===== src/rtl/dma_arb_cfg.svh =====
// Offsets, field positions, codes and reset values of the request arbiter
`ifndef DMA_ARB_CFG_SVH
`define DMA_ARB_CFG_SVH
// Register byte offsets
`define CHAN_BASE 8'h00
`define CHAN_STRIDE 8'h04
`define OPCTL_OFS 8'h10
`define STATUS_OFS 8'h14
// Channel control fields
`define CC_EN 0
`define CC_TE 1
`define CC_DS 2
`define CC_BURST 3
`define CC_U16 4
`define CC_IND 5
`define CC_RS_LO 8
`define CC_RS_HI 11
// Operation control fields
`define OC_ME 0
`define OC_NMI 1
`define OC_AE 2
`define OC_PR_LO 8
`define OC_PR_HI 9
// Status fields
`define ST_REQ_LO 0
`define ST_REQ_HI 3
`define ST_ERR_LO 4
`define ST_ERR_HI 7
`define ST_CH_LO 8
`define ST_CH_HI 9
`define ST_BUSY 12
`define ST_TOP_LO 16
`define ST_TOP_HI 17
// Request source codes
`define RS_DUAL 4'h0
`define RS_SGL_TO_DEV 4'h2
`define RS_SGL_FROM_DEV 4'h3
`define RS_AUTO 4'h4
`define RS_PER_BASE 4'hA
`define PER_TIMER 3'h5
// Priority modes and fixed orders (rank 0 in the low pair)
`define PR_FIX_A 2'h0
`define PR_FIX_B 2'h1
`define PR_FIX_C 2'h2
`define PR_RR 2'h3
`define ORDER_A 8'hE4
`define ORDER_B 8'h78
`define ORDER_C 8'hD2
// Reset values
`define RST_BIT 1'h0
`define RST_PAIR 2'h0
`define RST_NIB 4'h0
`define RST_WORD 32'h0
`define RST_EXT 2'h3
`endif


===== src/rtl/dma_arb_pkg.sv =====
// Types shared by the request arbiter
package dma_arb_pkg;
    typedef enum logic [0:0] {ST_IDLE, ST_BUSY} xfer_state_e;
    typedef logic [1:0] chan_t;
    typedef logic [3:0] rs_code_t;
    typedef logic [2:0] per_idx_t;
endpackage


===== src/rtl/dma_request_select_arbiter.sv =====
// Request source selection, qualification and channel arbitration for four DMA channels
// Notes on behaviour
// - Per-channel 4-bit select picks request mode
// - Auto request runs when fully enabled
// - External request needs all enables, no flags
// - Channels 0,1: level or falling edge
// - Codes 0000, 0010, 0011 decode address mode
// - No peripheral request with 16-byte unit
// - Codes 1010 to 1111 map peripheral sources
// - Serial, converter: cycle-steal only; timer both
// - Selected peripheral request hidden from CPU
// - Peripheral request cleared when served
// - Simultaneous requests: grant by priority
// - Two-bit priority select decodes four modes
// - Round-robin: served channel drops to lowest
// - Rotation keeps cyclic order
// - Round-robin starts 0 highest after reset
// - Waiting requests rearbitrated after each transfer
// - Dual address: direct or indirect variant
// - Single address only acknowledged device with memory
// - Requester need not be source or destination
`timescale 1ns/10ps
`include "dma_arb_cfg.svh"

module dma_request_select_arbiter (
    // Clock and reset
    input wire logic REF_CLK,
    input wire logic ARST_N,
    // Register port
    input wire logic [7:0] REG_ADDR,
    input wire logic [31:0] REG_WDATA,
    input wire logic REG_WR,
    input wire logic REG_RD,
    output logic [31:0] REG_RDATA,
    // Request sources
    input wire logic [1:0] EXT_REQUEST_N,
    input wire logic [5:0] PERIPH_REQ,
    // Events from the transfer engine
    input wire logic UNIT_DONE,
    input wire logic LAST_UNIT,
    input wire logic [3:0] XFER_END,
    input wire logic NMI_EVENT,
    input wire logic ADDR_ERROR,
    // Grant to the transfer engine
    output logic GRANT_VALID,
    output logic [1:0] GRANT_CH,
    output logic GRANT_BURST,
    output logic GRANT_SINGLE,
    output logic GRANT_TO_DEVICE,
    output logic GRANT_INDIRECT,
    // Peripheral and device handshakes
    output logic [1:0] EXT_ACKNOWLEDGE,
    output logic [5:0] PERIPH_CLEAR,
    output logic [5:0] CPU_IRQ
);

    // Channel control state
    logic [3:0] en, te, te_seen, ds, burst, u16, ind;
    dma_arb_pkg::rs_code_t rs [4];
    // Operation control state
    logic me, nmi, ae, nmi_seen, ae_seen;
    logic [1:0] prio;
    dma_arb_pkg::chan_t rr_top;
    // Arbiter state
    dma_arb_pkg::xfer_state_e state;
    dma_arb_pkg::chan_t gch;
    logic [1:0] ext_prev, ext_pend;

    // Per-channel decode results
    logic [3:0] chan_en, is_auto, is_ext, is_per, per_ok, cfg_err, req, stop_ext, ch_wr, ch_rd;
    dma_arb_pkg::per_idx_t pidx [4];
    logic [31:0] chan_word [4];
    logic [7:0] periph_vec;
    logic [5:0] per_used;

    // Global decode
    logic op_wr, op_rd, st_rd, blocked, start, found, cont, stop, drop;
    logic [7:0] order;
    logic [2:0] pick_res;
    dma_arb_pkg::chan_t win_ch;
    logic [31:0] op_word, st_word, rd_mux;
    logic [1:0] fell;

    assign periph_vec = {2'b00, PERIPH_REQ};
    assign op_wr = REG_WR && (REG_ADDR == `OPCTL_OFS);
    assign op_rd = REG_RD && (REG_ADDR == `OPCTL_OFS);
    assign st_rd = REG_RD && (REG_ADDR == `STATUS_OFS);
    assign blocked = !me || nmi || ae;
    assign fell = ext_prev & ~EXT_REQUEST_N;

    // Request decode, qualification and configuration checks per channel
    genvar c;
    generate
        for (c = 0; c < 4; c++) begin : g_ch
            localparam logic [7:0] OFS = 8'(`CHAN_BASE + c * `CHAN_STRIDE);
            logic ext_code, ext_hit;
            assign ch_wr[c] = REG_WR && (REG_ADDR == OFS);
            assign ch_rd[c] = REG_RD && (REG_ADDR == OFS);
            // Full enable: channel and master on, no end, NMI or address error
            assign chan_en[c] = en[c] && !te[c] && !blocked;
            assign is_auto[c] = (rs[c] == `RS_AUTO);
            assign ext_code = (rs[c] == `RS_DUAL) || (rs[c] == `RS_SGL_TO_DEV) || (rs[c] == `RS_SGL_FROM_DEV);
            // Only channels 0 and 1 have a request pin
            assign is_ext[c] = ext_code && (c < 2);
            assign is_per[c] = (rs[c] >= `RS_PER_BASE);
            assign pidx[c] = 3'(rs[c] - `RS_PER_BASE);
            // Serial and converter sources refuse burst; no peripheral with 16-byte unit
            assign per_ok[c] = is_per[c] && !u16[c] && (!burst[c] || pidx[c] == `PER_TIMER);
            assign cfg_err[c] = (ext_code && c >= 2) || (is_per[c] && !per_ok[c]);
            assign ext_hit = ds[c] ? ext_pend[c % 2] : !EXT_REQUEST_N[c % 2];
            // Level pin dropped during burst hands the bus back
            assign stop_ext[c] = is_ext[c] && !ds[c] && EXT_REQUEST_N[c % 2];
            // Requester may be source, destination or neither; undefined codes never request
            assign req[c] = chan_en[c] && (is_auto[c] || (is_ext[c] && ext_hit)
                || (per_ok[c] && periph_vec[pidx[c]]));
            // Readback word
            always_comb begin
                chan_word[c] = `RST_WORD;
                chan_word[c][`CC_EN] = en[c];
                chan_word[c][`CC_TE] = te[c];
                chan_word[c][`CC_DS] = ds[c];
                chan_word[c][`CC_BURST] = burst[c];
                chan_word[c][`CC_U16] = u16[c];
                chan_word[c][`CC_IND] = ind[c];
                chan_word[c][`CC_RS_HI:`CC_RS_LO] = rs[c];
            end
            // Control bits and mode select
            always_ff @(posedge REF_CLK or negedge ARST_N) begin
                if (!ARST_N) begin
                    en[c] <= `RST_BIT;
                    ds[c] <= `RST_BIT;
                    burst[c] <= `RST_BIT;
                    u16[c] <= `RST_BIT;
                    ind[c] <= `RST_BIT;
                    rs[c] <= `RST_NIB;
                end else if (ch_wr[c]) begin
                    en[c] <= REG_WDATA[`CC_EN];
                    ds[c] <= REG_WDATA[`CC_DS];
                    burst[c] <= REG_WDATA[`CC_BURST];
                    u16[c] <= REG_WDATA[`CC_U16];
                    ind[c] <= REG_WDATA[`CC_IND];
                    rs[c] <= REG_WDATA[`CC_RS_HI:`CC_RS_LO];
                end
            end
            // End flag: set by engine, cleared by writing 0 after reading 1; set wins
            always_ff @(posedge REF_CLK or negedge ARST_N) begin
                if (!ARST_N) begin
                    te[c] <= `RST_BIT;
                    te_seen[c] <= `RST_BIT;
                end else if (XFER_END[c]) begin
                    te[c] <= 1'b1;
                end else if (ch_wr[c] && te_seen[c] && !REG_WDATA[`CC_TE]) begin
                    te[c] <= 1'b0;
                    te_seen[c] <= 1'b0;
                end else if (ch_rd[c] && te[c]) begin
                    te_seen[c] <= 1'b1;
                end
            end
        end
    endgenerate

    // Peripheral sources claimed by any channel are kept away from the CPU
    generate
        for (c = 0; c < 6; c++) begin : g_per
            assign per_used[c] = (rs[0] == 4'(`RS_PER_BASE + c)) || (rs[1] == 4'(`RS_PER_BASE + c))
                || (rs[2] == 4'(`RS_PER_BASE + c)) || (rs[3] == 4'(`RS_PER_BASE + c));
        end
    endgenerate

    // Priority order from the mode bits; round-robin order counts up from the top channel
    assign order = (prio == `PR_FIX_A) ? `ORDER_A :
                   (prio == `PR_FIX_B) ? `ORDER_B :
                   (prio == `PR_FIX_C) ? `ORDER_C :
                   {2'(rr_top + 2'd3), 2'(rr_top + 2'd2), 2'(rr_top + 2'd1), rr_top};

    // Highest-ranked requesting channel; rank 0 is scanned last so it wins
    function automatic logic [2:0] pick(input logic [3:0] r, input logic [7:0] ord);
        logic [2:0] res;
        res = 3'h0;
        for (int i = 3; i >= 0; i--) begin
            if (r[ord[2 * i +: 2]]) begin
                res = {1'b1, ord[2 * i +: 2]};
            end
        end
        return res;
    endfunction

    assign pick_res = pick(req, order);
    assign found = pick_res[2];
    assign win_ch = pick_res[1:0];
    // New arbitration only from idle, so a request arriving mid-transfer waits
    assign start = (state == dma_arb_pkg::ST_IDLE) && found;
    // Burst keeps the bus unless this was the last unit or the request went away
    assign cont = burst[gch] && !LAST_UNIT && req[gch] && !stop_ext[gch];
    // Channel or master enable dropped, or a flag raised, ends the transfer at once
    assign stop = !chan_en[gch];
    // One end condition shared by the grant and the acknowledge, so both fall at the same edge
    assign drop = stop || (UNIT_DONE && !cont);

    // Operation and status readback
    always_comb begin
        op_word = `RST_WORD;
        op_word[`OC_ME] = me;
        op_word[`OC_NMI] = nmi;
        op_word[`OC_AE] = ae;
        op_word[`OC_PR_HI:`OC_PR_LO] = prio;
        st_word = `RST_WORD;
        st_word[`ST_REQ_HI:`ST_REQ_LO] = req;
        st_word[`ST_ERR_HI:`ST_ERR_LO] = cfg_err;
        st_word[`ST_CH_HI:`ST_CH_LO] = gch;
        st_word[`ST_BUSY] = (state == dma_arb_pkg::ST_BUSY);
        st_word[`ST_TOP_HI:`ST_TOP_LO] = rr_top;
    end

    // Unmapped addresses read as zero
    assign rd_mux = |ch_rd ? chan_word[REG_ADDR[3:2]] : op_rd ? op_word : st_rd ? st_word : `RST_WORD;

    always_ff @(posedge REF_CLK or negedge ARST_N) begin
        if (!ARST_N) begin
            REG_RDATA <= `RST_WORD;
        end else begin
            REG_RDATA <= REG_RD ? rd_mux : `RST_WORD;
        end
    end

    // Master enable and priority mode
    always_ff @(posedge REF_CLK or negedge ARST_N) begin
        if (!ARST_N) begin
            me <= `RST_BIT;
            prio <= `RST_PAIR;
        end else if (op_wr) begin
            me <= REG_WDATA[`OC_ME];
            prio <= REG_WDATA[`OC_PR_HI:`OC_PR_LO];
        end
    end

    // NMI and address error flags: a new event beats a clearing write
    always_ff @(posedge REF_CLK or negedge ARST_N) begin
        if (!ARST_N) begin
            nmi <= `RST_BIT;
            nmi_seen <= `RST_BIT;
        end else if (NMI_EVENT) begin
            nmi <= 1'b1;
        end else if (op_wr && nmi_seen && !REG_WDATA[`OC_NMI]) begin
            nmi <= 1'b0;
            nmi_seen <= 1'b0;
        end else if (op_rd && nmi) begin
            nmi_seen <= 1'b1;
        end
    end

    always_ff @(posedge REF_CLK or negedge ARST_N) begin
        if (!ARST_N) begin
            ae <= `RST_BIT;
            ae_seen <= `RST_BIT;
        end else if (ADDR_ERROR) begin
            ae <= 1'b1;
        end else if (op_wr && ae_seen && !REG_WDATA[`OC_AE]) begin
            ae <= 1'b0;
            ae_seen <= 1'b0;
        end else if (op_rd && ae) begin
            ae_seen <= 1'b1;
        end
    end

    // Falling-edge capture; the latch holds until that channel is granted
    always_ff @(posedge REF_CLK or negedge ARST_N) begin
        if (!ARST_N) begin
            ext_prev <= `RST_EXT;
            ext_pend <= `RST_PAIR;
        end else begin
            ext_prev <= EXT_REQUEST_N;
            ext_pend[0] <= fell[0] || (ext_pend[0] && !(start && win_ch == 2'd0));
            ext_pend[1] <= fell[1] || (ext_pend[1] && !(start && win_ch == 2'd1));
        end
    end

    // Round-robin pointer: the channel after the served one goes to the top
    always_ff @(posedge REF_CLK or negedge ARST_N) begin
        if (!ARST_N) begin
            rr_top <= `RST_PAIR;
        end else if (state == dma_arb_pkg::ST_BUSY && UNIT_DONE && prio == `PR_RR) begin
            rr_top <= 2'(gch + 2'd1);
        end
    end

    // Grant state; the attributes are held steady for the whole transfer
    always_ff @(posedge REF_CLK or negedge ARST_N) begin
        if (!ARST_N) begin
            state <= dma_arb_pkg::ST_IDLE;
            gch <= `RST_PAIR;
            GRANT_CH <= `RST_PAIR;
            GRANT_VALID <= `RST_BIT;
            GRANT_BURST <= `RST_BIT;
            GRANT_SINGLE <= `RST_BIT;
            GRANT_TO_DEVICE <= `RST_BIT;
            GRANT_INDIRECT <= `RST_BIT;
        end else begin
            unique case (state)
                dma_arb_pkg::ST_IDLE: begin
                    if (found) begin
                        state <= dma_arb_pkg::ST_BUSY;
                        gch <= win_ch;
                        GRANT_CH <= win_ch;
                        GRANT_VALID <= 1'b1;
                        GRANT_BURST <= burst[win_ch];
                        GRANT_SINGLE <= is_ext[win_ch] && rs[win_ch] != `RS_DUAL;
                        GRANT_TO_DEVICE <= rs[win_ch] == `RS_SGL_TO_DEV;
                        GRANT_INDIRECT <= ind[win_ch] && !(is_ext[win_ch] && rs[win_ch] != `RS_DUAL);
                    end
                end
                dma_arb_pkg::ST_BUSY: begin
                    if (drop) begin
                        state <= dma_arb_pkg::ST_IDLE;
                        GRANT_VALID <= 1'b0;
                    end
                end
            endcase
        end
    end

    // Acknowledge, peripheral withdraw and CPU interrupt pass-through
    always_ff @(posedge REF_CLK or negedge ARST_N) begin
        if (!ARST_N) begin
            EXT_ACKNOWLEDGE <= `RST_PAIR;
            PERIPH_CLEAR <= 6'h00;
            CPU_IRQ <= 6'h00;
        end else begin
            EXT_ACKNOWLEDGE[0] <= start ? (win_ch == 2'd0 && is_ext[0]) : (EXT_ACKNOWLEDGE[0] && !drop);
            EXT_ACKNOWLEDGE[1] <= start ? (win_ch == 2'd1 && is_ext[1]) : (EXT_ACKNOWLEDGE[1] && !drop);
            // Cycle-steal withdraws with the grant, burst at the end of the last unit
            for (int k = 0; k < 6; k++) begin
                PERIPH_CLEAR[k] <= (start && per_ok[win_ch] && !burst[win_ch] && pidx[win_ch] == 3'(k))
                    || (state == dma_arb_pkg::ST_BUSY && UNIT_DONE && LAST_UNIT && per_ok[gch]
                    && burst[gch] && pidx[gch] == 3'(k));
            end
            CPU_IRQ <= PERIPH_REQ & ~per_used;
        end
    end
endmodule


===== config.mk =====
export PLATFORM = sky130hd
export DESIGN_NAME = dma_request_select_arbiter
export DESIGN_NICKNAME = d
export VERILOG_FILES = /design/src/rtl/dma_arb_pkg.sv /design/src/rtl/dma_request_select_arbiter.sv
export VERILOG_INCLUDE_DIRS = /design/src /design/src/rtl
export SDC_FILE = /design/constraint.sdc
export NUM_CORES = 1
export LEC_CHECK = 0
export BUFFER_PORTS_ARGS = -buffer_cell sky130_fd_sc_hd__buf_2
export CAP_MARGIN = 20
export CORE_UTILIZATION = 56
export CTS_BUF_LIST = sky130_fd_sc_hd__clkbuf_16
export CTS_CLUSTER_DIAMETER = 40
export DETAILED_ROUTE_END_ITERATION = 6
export PLACE_DENSITY = 0.81
export SETUP_SLACK_MARGIN = 0.05
export SLEW_MARGIN = 15
export SYNTH_ARGS = -nofsm -noshare
export SYNTH_HDL_FRONTEND = slang
export SYNTH_SLANG_ARGS = --single-unit

===== constraint.sdc =====
create_clock -name REF_CLK -period 3.2 [get_ports REF_CLK]
set_input_delay 0.48 -clock REF_CLK [delete_from_list [all_inputs] [get_ports REF_CLK]]
set_output_delay 0.48 -clock REF_CLK [all_outputs]
set_load 0.005 [all_outputs]

# After elaboration in Yosys (flattened, before gate mapping)
# Cells that the tools add are included.
# W data, S select, Z words.
dict set report op_classes {
  add_sub_neg 8
  order_cmp 17
  n_reduce_logical 210
  eq_ne 62
  muxes 91
  n_bitwise 14
}
# operator n
set op_table {}
lappend op_table {{$mux W32} 4}
lappend op_table {{$logic_and A1 B1 Y1} 97}
lappend op_table {{$eq A4 B4 Y1 const B} 24}
lappend op_table {{$bmux W32 S2} 1}
lappend op_table {{$logic_or A1 B1 Y1} 49}
lappend op_table {{$mux W1} 49}
lappend op_table {{$eq A4 B2 Y1 const B} 9}
lappend op_table {{$mux W18} 2}
lappend op_table {{$logic_not A1 Y1} 33}
lappend op_table {{$bmux W1 S2} 13}
lappend op_table {{$eq A3 B3 Y1 const B} 8}
lappend op_table {{$mux W3} 8}
lappend op_table {{$mux W8} 3}
lappend op_table {{$reduce_bool A2 Y1} 12}
lappend op_table {{$lt A2 B3 Y1 const B} 6}
lappend op_table {{$eq A4 B3 Y1 const B} 4}
lappend op_table {{$eq A8 B4 Y1 const B} 2}
lappend op_table {{$eq A8 B5 Y1 const B} 2}
lappend op_table {{$ge A4 B4 Y1 const B} 4}
lappend op_table {{$logic_not A4 Y1} 4}
lappend op_table {{$lt A3 B4 Y1 const B} 4}
lappend op_table {{$reduce_and A2 Y1} 8}
lappend op_table {{$bmux W1 S3} 4}
lappend op_table {{$bmux W3 S2} 2}
lappend op_table {{other kinds (25)} 50}
dict set report totals {
  elab_cells 454
  in_bits 60
  output_inout_bits 53
  ff_bits 111
}

# Depth between registers and ports, before layout
dict set report logic_depth {
  ltp_word 21
  depth_mapped 13
  depth_no_buf 10
}

# Least setup slack after synthesis
# No wires, ideal clock.
dict set report synth_timing {
  path_type {reg-to-reg}
  start {reg nmi}
  end {reg PERIPH_CLEAR[5]}
  arrival_ps 2664
  stages_incl_launch_ff 11
  synth_period_minus_slack_ps 2791
  slack_ps 409
  t_required_ps 3073
  path_cell_list {dfrtp_1 > or3b_4 > nor3b_2 > and4_4 > nor2_2 > o32a_1 > a21o_1 > nand2_4 > mux2_4 > mux2i_4 > o31ai_2}
}
dict set report synth_between {
  elab_chain_len 18
  word_cells_on_any_way 38
  classes_between {1 x eq/ne; 19 x mux; 1 x bitwise; 17 x reduce/logical}
}
# item line_no
set synth_rtl {}
lappend synth_rtl {{start, declared} dma_request_select_arbiter.sv:61} ;# logic me, nmi, ae, nmi_seen, ae_seen;
lappend synth_rtl {{start signal, assigned} dma_request_select_arbiter.sv:240} ;# nmi <= `RST_BIT;
lappend synth_rtl {{$logic_or A1 B1 Y1 * (2 in a row)} dma_request_select_arbiter.sv:88} ;# assign blocked = !me || nmi || ae;
lappend synth_rtl {{$logic_not A1 Y1 *} dma_request_select_arbiter.sv:100} ;# assign chan_en[c] = en[c] && !te[c] && !blocked;
lappend synth_rtl {{$logic_and A1 B1 Y1} dma_request_select_arbiter.sv:100}
lappend synth_rtl {{$logic_and A1 B1 Y1} dma_request_select_arbiter.sv:114} ;# assign req[c] = chan_en[c] && (is_auto[c] || (is_ext[c] && ext_hit)
lappend synth_rtl {{$bmux W1 S2} dma_request_select_arbiter.sv:181} ;# if (r[ord[2 * i +: 2]]) begin
lappend synth_rtl {{$mux W1 (implied by the code)} dma_request_select_arbiter.sv:181}
lappend synth_rtl {{$mux W3 (3 in a row)} dma_request_select_arbiter.sv:181}
lappend synth_rtl {{$mux W3 *} dma_request_select_arbiter.sv:181}
lappend synth_rtl {{$not A2 Y3 (implied by the code)} dma_request_select_arbiter.sv:333} ;# PERIPH_CLEAR[k] <= (start && per_ok[win_ch] && !burst[win_ch] && pidx[win_ch] == 3'(k))
lappend synth_rtl {{$bmux W3 S2} dma_request_select_arbiter.sv:333}
lappend synth_rtl {{$mux W3 (implied by the code) (2 in a row)} dma_request_select_arbiter.sv:333}
lappend synth_rtl {{$eq A3 B3 Y1} dma_request_select_arbiter.sv:333}
lappend synth_rtl {{$logic_and A1 B1 Y1 *} dma_request_select_arbiter.sv:333}
lappend synth_rtl {{$logic_or A1 B1 Y1 *} dma_request_select_arbiter.sv:334} ;# || (state == dma_arb_pkg::ST_BUSY && UNIT_DONE && LAST_UNIT && per_ok[gch]
lappend synth_rtl {{end signal, assigned by index} dma_request_select_arbiter.sv:333}
lappend synth_rtl {{end, declared} dma_request_select_arbiter.sv:53} ;# output logic [5:0] PERIPH_CLEAR,
# Every way passes the cells marked *; elsewhere a longest branch is shown, timed or not. The select of a mux whose other input is x is not followed.
# A chain may end at the register's enable or synchronous reset.

# Worst setup path after layout
dict set report layout_timing {
  start {reg ae}
  end {reg GRANT_INDIRECT}
}
dict set report layout_between {
  elab_chain_len 18
  word_cells_on_any_way 35
  classes_between {19 x mux; 1 x bitwise; 15 x reduce/logical}
}
# item line_no
set layout_rtl {}
lappend layout_rtl {{start, declared} dma_request_select_arbiter.sv:61}
lappend layout_rtl {{start signal, assigned} dma_request_select_arbiter.sv:254} ;# ae <= `RST_BIT;
lappend layout_rtl {{$logic_or A1 B1 Y1 *} dma_request_select_arbiter.sv:88}
lappend layout_rtl {{$logic_not A1 Y1 *} dma_request_select_arbiter.sv:100}
lappend layout_rtl {{$logic_and A1 B1 Y1} dma_request_select_arbiter.sv:100}
lappend layout_rtl {{$logic_and A1 B1 Y1} dma_request_select_arbiter.sv:114}
lappend layout_rtl {{$bmux W1 S2} dma_request_select_arbiter.sv:181}
lappend layout_rtl {{$mux W1 (implied by the code)} dma_request_select_arbiter.sv:181}
lappend layout_rtl {{$mux W3 (3 in a row)} dma_request_select_arbiter.sv:181}
lappend layout_rtl {{$mux W3 *} dma_request_select_arbiter.sv:181}
lappend layout_rtl {{$not A2 Y3 (implied by the code)} dma_request_select_arbiter.sv:309} ;# GRANT_INDIRECT <= ind[win_ch] && !(is_ext[win_ch] && rs[win_ch] != `RS_DUAL);
lappend layout_rtl {{$bmux W4 S2} dma_request_select_arbiter.sv:309}
lappend layout_rtl {{$mux W4 (implied by the code) (2 in a row)} dma_request_select_arbiter.sv:309}
lappend layout_rtl {{$reduce_bool A4 Y1 (no source line)} n/a}
lappend layout_rtl {{$logic_and A1 B1 Y1 (no source line)} n/a}
lappend layout_rtl {{$logic_not A1 Y1} dma_request_select_arbiter.sv:309}
lappend layout_rtl {{$logic_and A1 B1 Y1} dma_request_select_arbiter.sv:309}
lappend layout_rtl {{end signal, assigned} dma_request_select_arbiter.sv:297} ;# GRANT_INDIRECT <= `RST_BIT;
lappend layout_rtl {{end signal, assigned} dma_request_select_arbiter.sv:309}
lappend layout_rtl {{end, declared} dma_request_select_arbiter.sv:50} ;# output logic GRANT_INDIRECT,
# Marked as above.

==> impl_metrics.ini <==
[sta]
timing.final.crit_share_pct = 97.28
period_minus_slack_ns = 3.113
worstMarginPinSlew_ns = 0.6428
maxSlewViolCount = 0
whs_ns = 0.1319
final-hold-violation-count = 0
setup_viol_count_final = 0
fmax_ghz = 0.3212
maxSlewHeadroom_pct = 56.99
clock_skew_ns = 0.006560
tns_ns = 0

[worst_setup_path]
startpoint_type = register
arrival_ns = 3.35
endpoint_kind = register
cp.required_ns = 3.44
worstSetupPathType = reg -> reg
critical_path.max_fanout = 7

[floorplan]
die-area_um2 = 10760
initial_core_util_pct = 58.48
coreArea_um2 = 9910
boundaryPins = 113
rows = 36
die_width_um = 103.7
fp.dieH_um = 103.7

[global_route]
grt-ovfl-total = 0
grt_pass1_wl_um = 27330
antenna_found_initial = 0
grtUsageTotal_pct = 33.17
grt_pass1_vias = 4990
grt_max_degree = 51

[cts]
cts.path.max_buffers = 2
clock-sinks = 94
cts_buffers = 9
htree_levels = 3
path_clk_slew_ns = 0.07
cts_tree = yes
cts_root_buffer = clkbuf_16
postCtsHoldBufs = 0
clk_latency_ns = 0.35

[place]
place_congestion = 0.9502
place_hpwl_um = 12740
io_buffers = 73

[route]
first_pass_iters = 5
drt_wl_total_um = 17810
ant_nets = 0
drt_iter0_markers = 497
vias = 5289
via_per_inst = 6.419
wl_per_cell_um = 21.62
drc = 0

[synth]
synth-seq-cells = 94
synth_area_per_cell_um2 = 10.28
yosysWarnings = 0
synth_top_area_share_pct = 39.72
synthArstFlopShare_pct = 100.0
synth_most_common_cell = dfrtp_1
synthFlopType = dfrtp_1
synth_top_cell_by_area = dfrtp_1
ys_seq_area_share_pct = 40.63
ys_types = 90
netlist_area_um2 = 5796
synth.top_cells.by_area = dfrtp_1, mux2_2, mux4_2
syn_inst = 564
synth-edff-count = 0
synth_common_cells = dfrtp_1, nand2_1, mux2_2

[pwr]
cellPowerDensity_nw_per_um2 = 427.7
worst_ir_drop_vdd_v = 0.0002816
power_leakage_nw = 3.301
power.share.combinational_pct = 20.0
p_total_mw = 3.038
p_seq_share_pct = 44.7
internal_power_mw = 2.149
sw_frac_of_total_pct = 29.28
pwr-share-clk_pct = 35.3
power.switching_mw = 0.8897

[layout]
syn_to_final_growth_pct = 22.58
drive_gt1_share_pct = 39.51
fin_nets = 746
finish.utilization_pct = 71.69
num_antenna_cells = 0

[run]
maxCapViolCount = 0

[run_status]
status = finished clean

[worst_hold_path]
hold_class = in -> async
## final timing paths
check                                        startpoint                    endpoint  cells after the start  slack (ns)
worst max-delay path                     ae$_DFFE_PN0P_  GRANT_INDIRECT$_DFFE_PN0P_                     12        0.09
worst min-delay path                             ARST_N        CPU_IRQ[5]$_DFF_PN0_                      1        0.13
worst max register to register           ae$_DFFE_PN0P_  GRANT_INDIRECT$_DFFE_PN0P_                     12        0.09
worst min register to register  GRANT_VALID$_DFFE_PN0P_     GRANT_VALID$_DFFE_PN0P_                      2        0.48
max in group asynchronous                        ARST_N  chan_word[101]$_DFFE_PN0P_                      2        2.38
min in group REF_CLK                   EXT_REQUEST_N[1]       ext_prev[1]$_DFF_PN1_                      1        0.25
## final cells by class
cell class / count / area, um2
timing repair buffer: 147 / 935.9
inverter: 11 / 41.29
fill: 754 / 2805
clock inverter: 7 / 63.81
sequential: 94 / 2357
multi-input combinational: 423 / 3314
clock buffer: 9 / 225.2
tap: 133 / 166.4
## logic make-up (layout without fill, tap and decap cells)
group	count (synthesis)	in the layout	share of synthesized area, %
xor+xnor	4	4	0.6044
compound gates	121	121	15.52
other cells	1	17	0.06470
flops	94	94	40.63
buf+inv	63	174	5.743
mux	72	72	17.31
simple gates	209	209	20.12
## sequential cells by signal, indices dropped and copies added, names as in the netlist, 4 cells and up
name and flops:
chan_word 36, REG_RDATA 15, CPU_IRQ 6, PERIPH_CLEAR 6, burst 4, te_seen 4
## power by group through the flow
stage / Sequential [mW] / Combinational [mW] / Clock, mW
after global placement: 1.37 / 0.538 / 0
after CTS: 1.35 / 0.562 / 1.08
after detailed placement: 1.37 / 0.552 / 0
after floorplan: 1.32 / 0.359 / 0
final: 1.36 / 0.607 / 1.07
after global routing: 1.36 / 0.648 / 1.11
## cell usage in the layout (no fill, tap or decap), types with 5 or more instances in the layout
cell       synthesis  routed
mux2i_1           11      11
conb_1             1      17
mux2_2            42      42
inv_1             11      11
o31ai_1            9       9
o21ai_0           23      22
and2_1             8       7
nand3b_1           5       5
dfrtp_1           92      90
nor3_1            14      14
nand2_1           57      55
buf_2              8      72
nor2b_1           16      16
nand3_1           25      22
mux4_2            14      14
nor2_1            30      30
a21o_1             8       7
o21bai_1           5       5
nand2b_1           7       7
a21oi_1           17      14
and3_1             6       5
buf_4             23      74
nand4_1            6       6
clkbuf_16          0       9
## what timing repair did
item | 4_1_cts | 5_1_grt
setup buffers | 2 | 11
gates resized for setup | 6 | 27
pin swaps | 0 | 17
setup endpoints to repair | 9 | 12
cloned | 0 | 0
## worst max-delay path: stages (launching register included)
cell       delay (ns)
dfrtp_1          0.38
or3b_4           0.46
nor3b_4          0.34
nand4bb_2        0.20
and2_4           0.20
buf_4            0.15
o32a_1           0.21
a21o_4           0.28
nand2_8          0.10
buf_4            0.15
nand2_1          0.08
a21o_1           0.22
o22a_1           0.22
## layer usage
metal | up-vias | part of all wire [%] | track usage (%)
met5 | - | 0 | 0
met4 | 0 | 4.2 | 17.35
met3 | 64 | 9.6 | 6.167
met2 | 338 | 47 | 51.29
met1 | 2592 | 39 | 44.68
li1 | 2295 | - | -
## metrics by stage
step	setup slack, ns	instances	cell area, um2
finish	0.08708	824	7104
global route	-0.04084	824	7104
CTS	0.06724	813	6898
detailed placement	-0.1287	795	6569
global placement	-0.08587	795	6569
floorplan	0.4091	580	5856
Power figures use the tool's default switching activity.
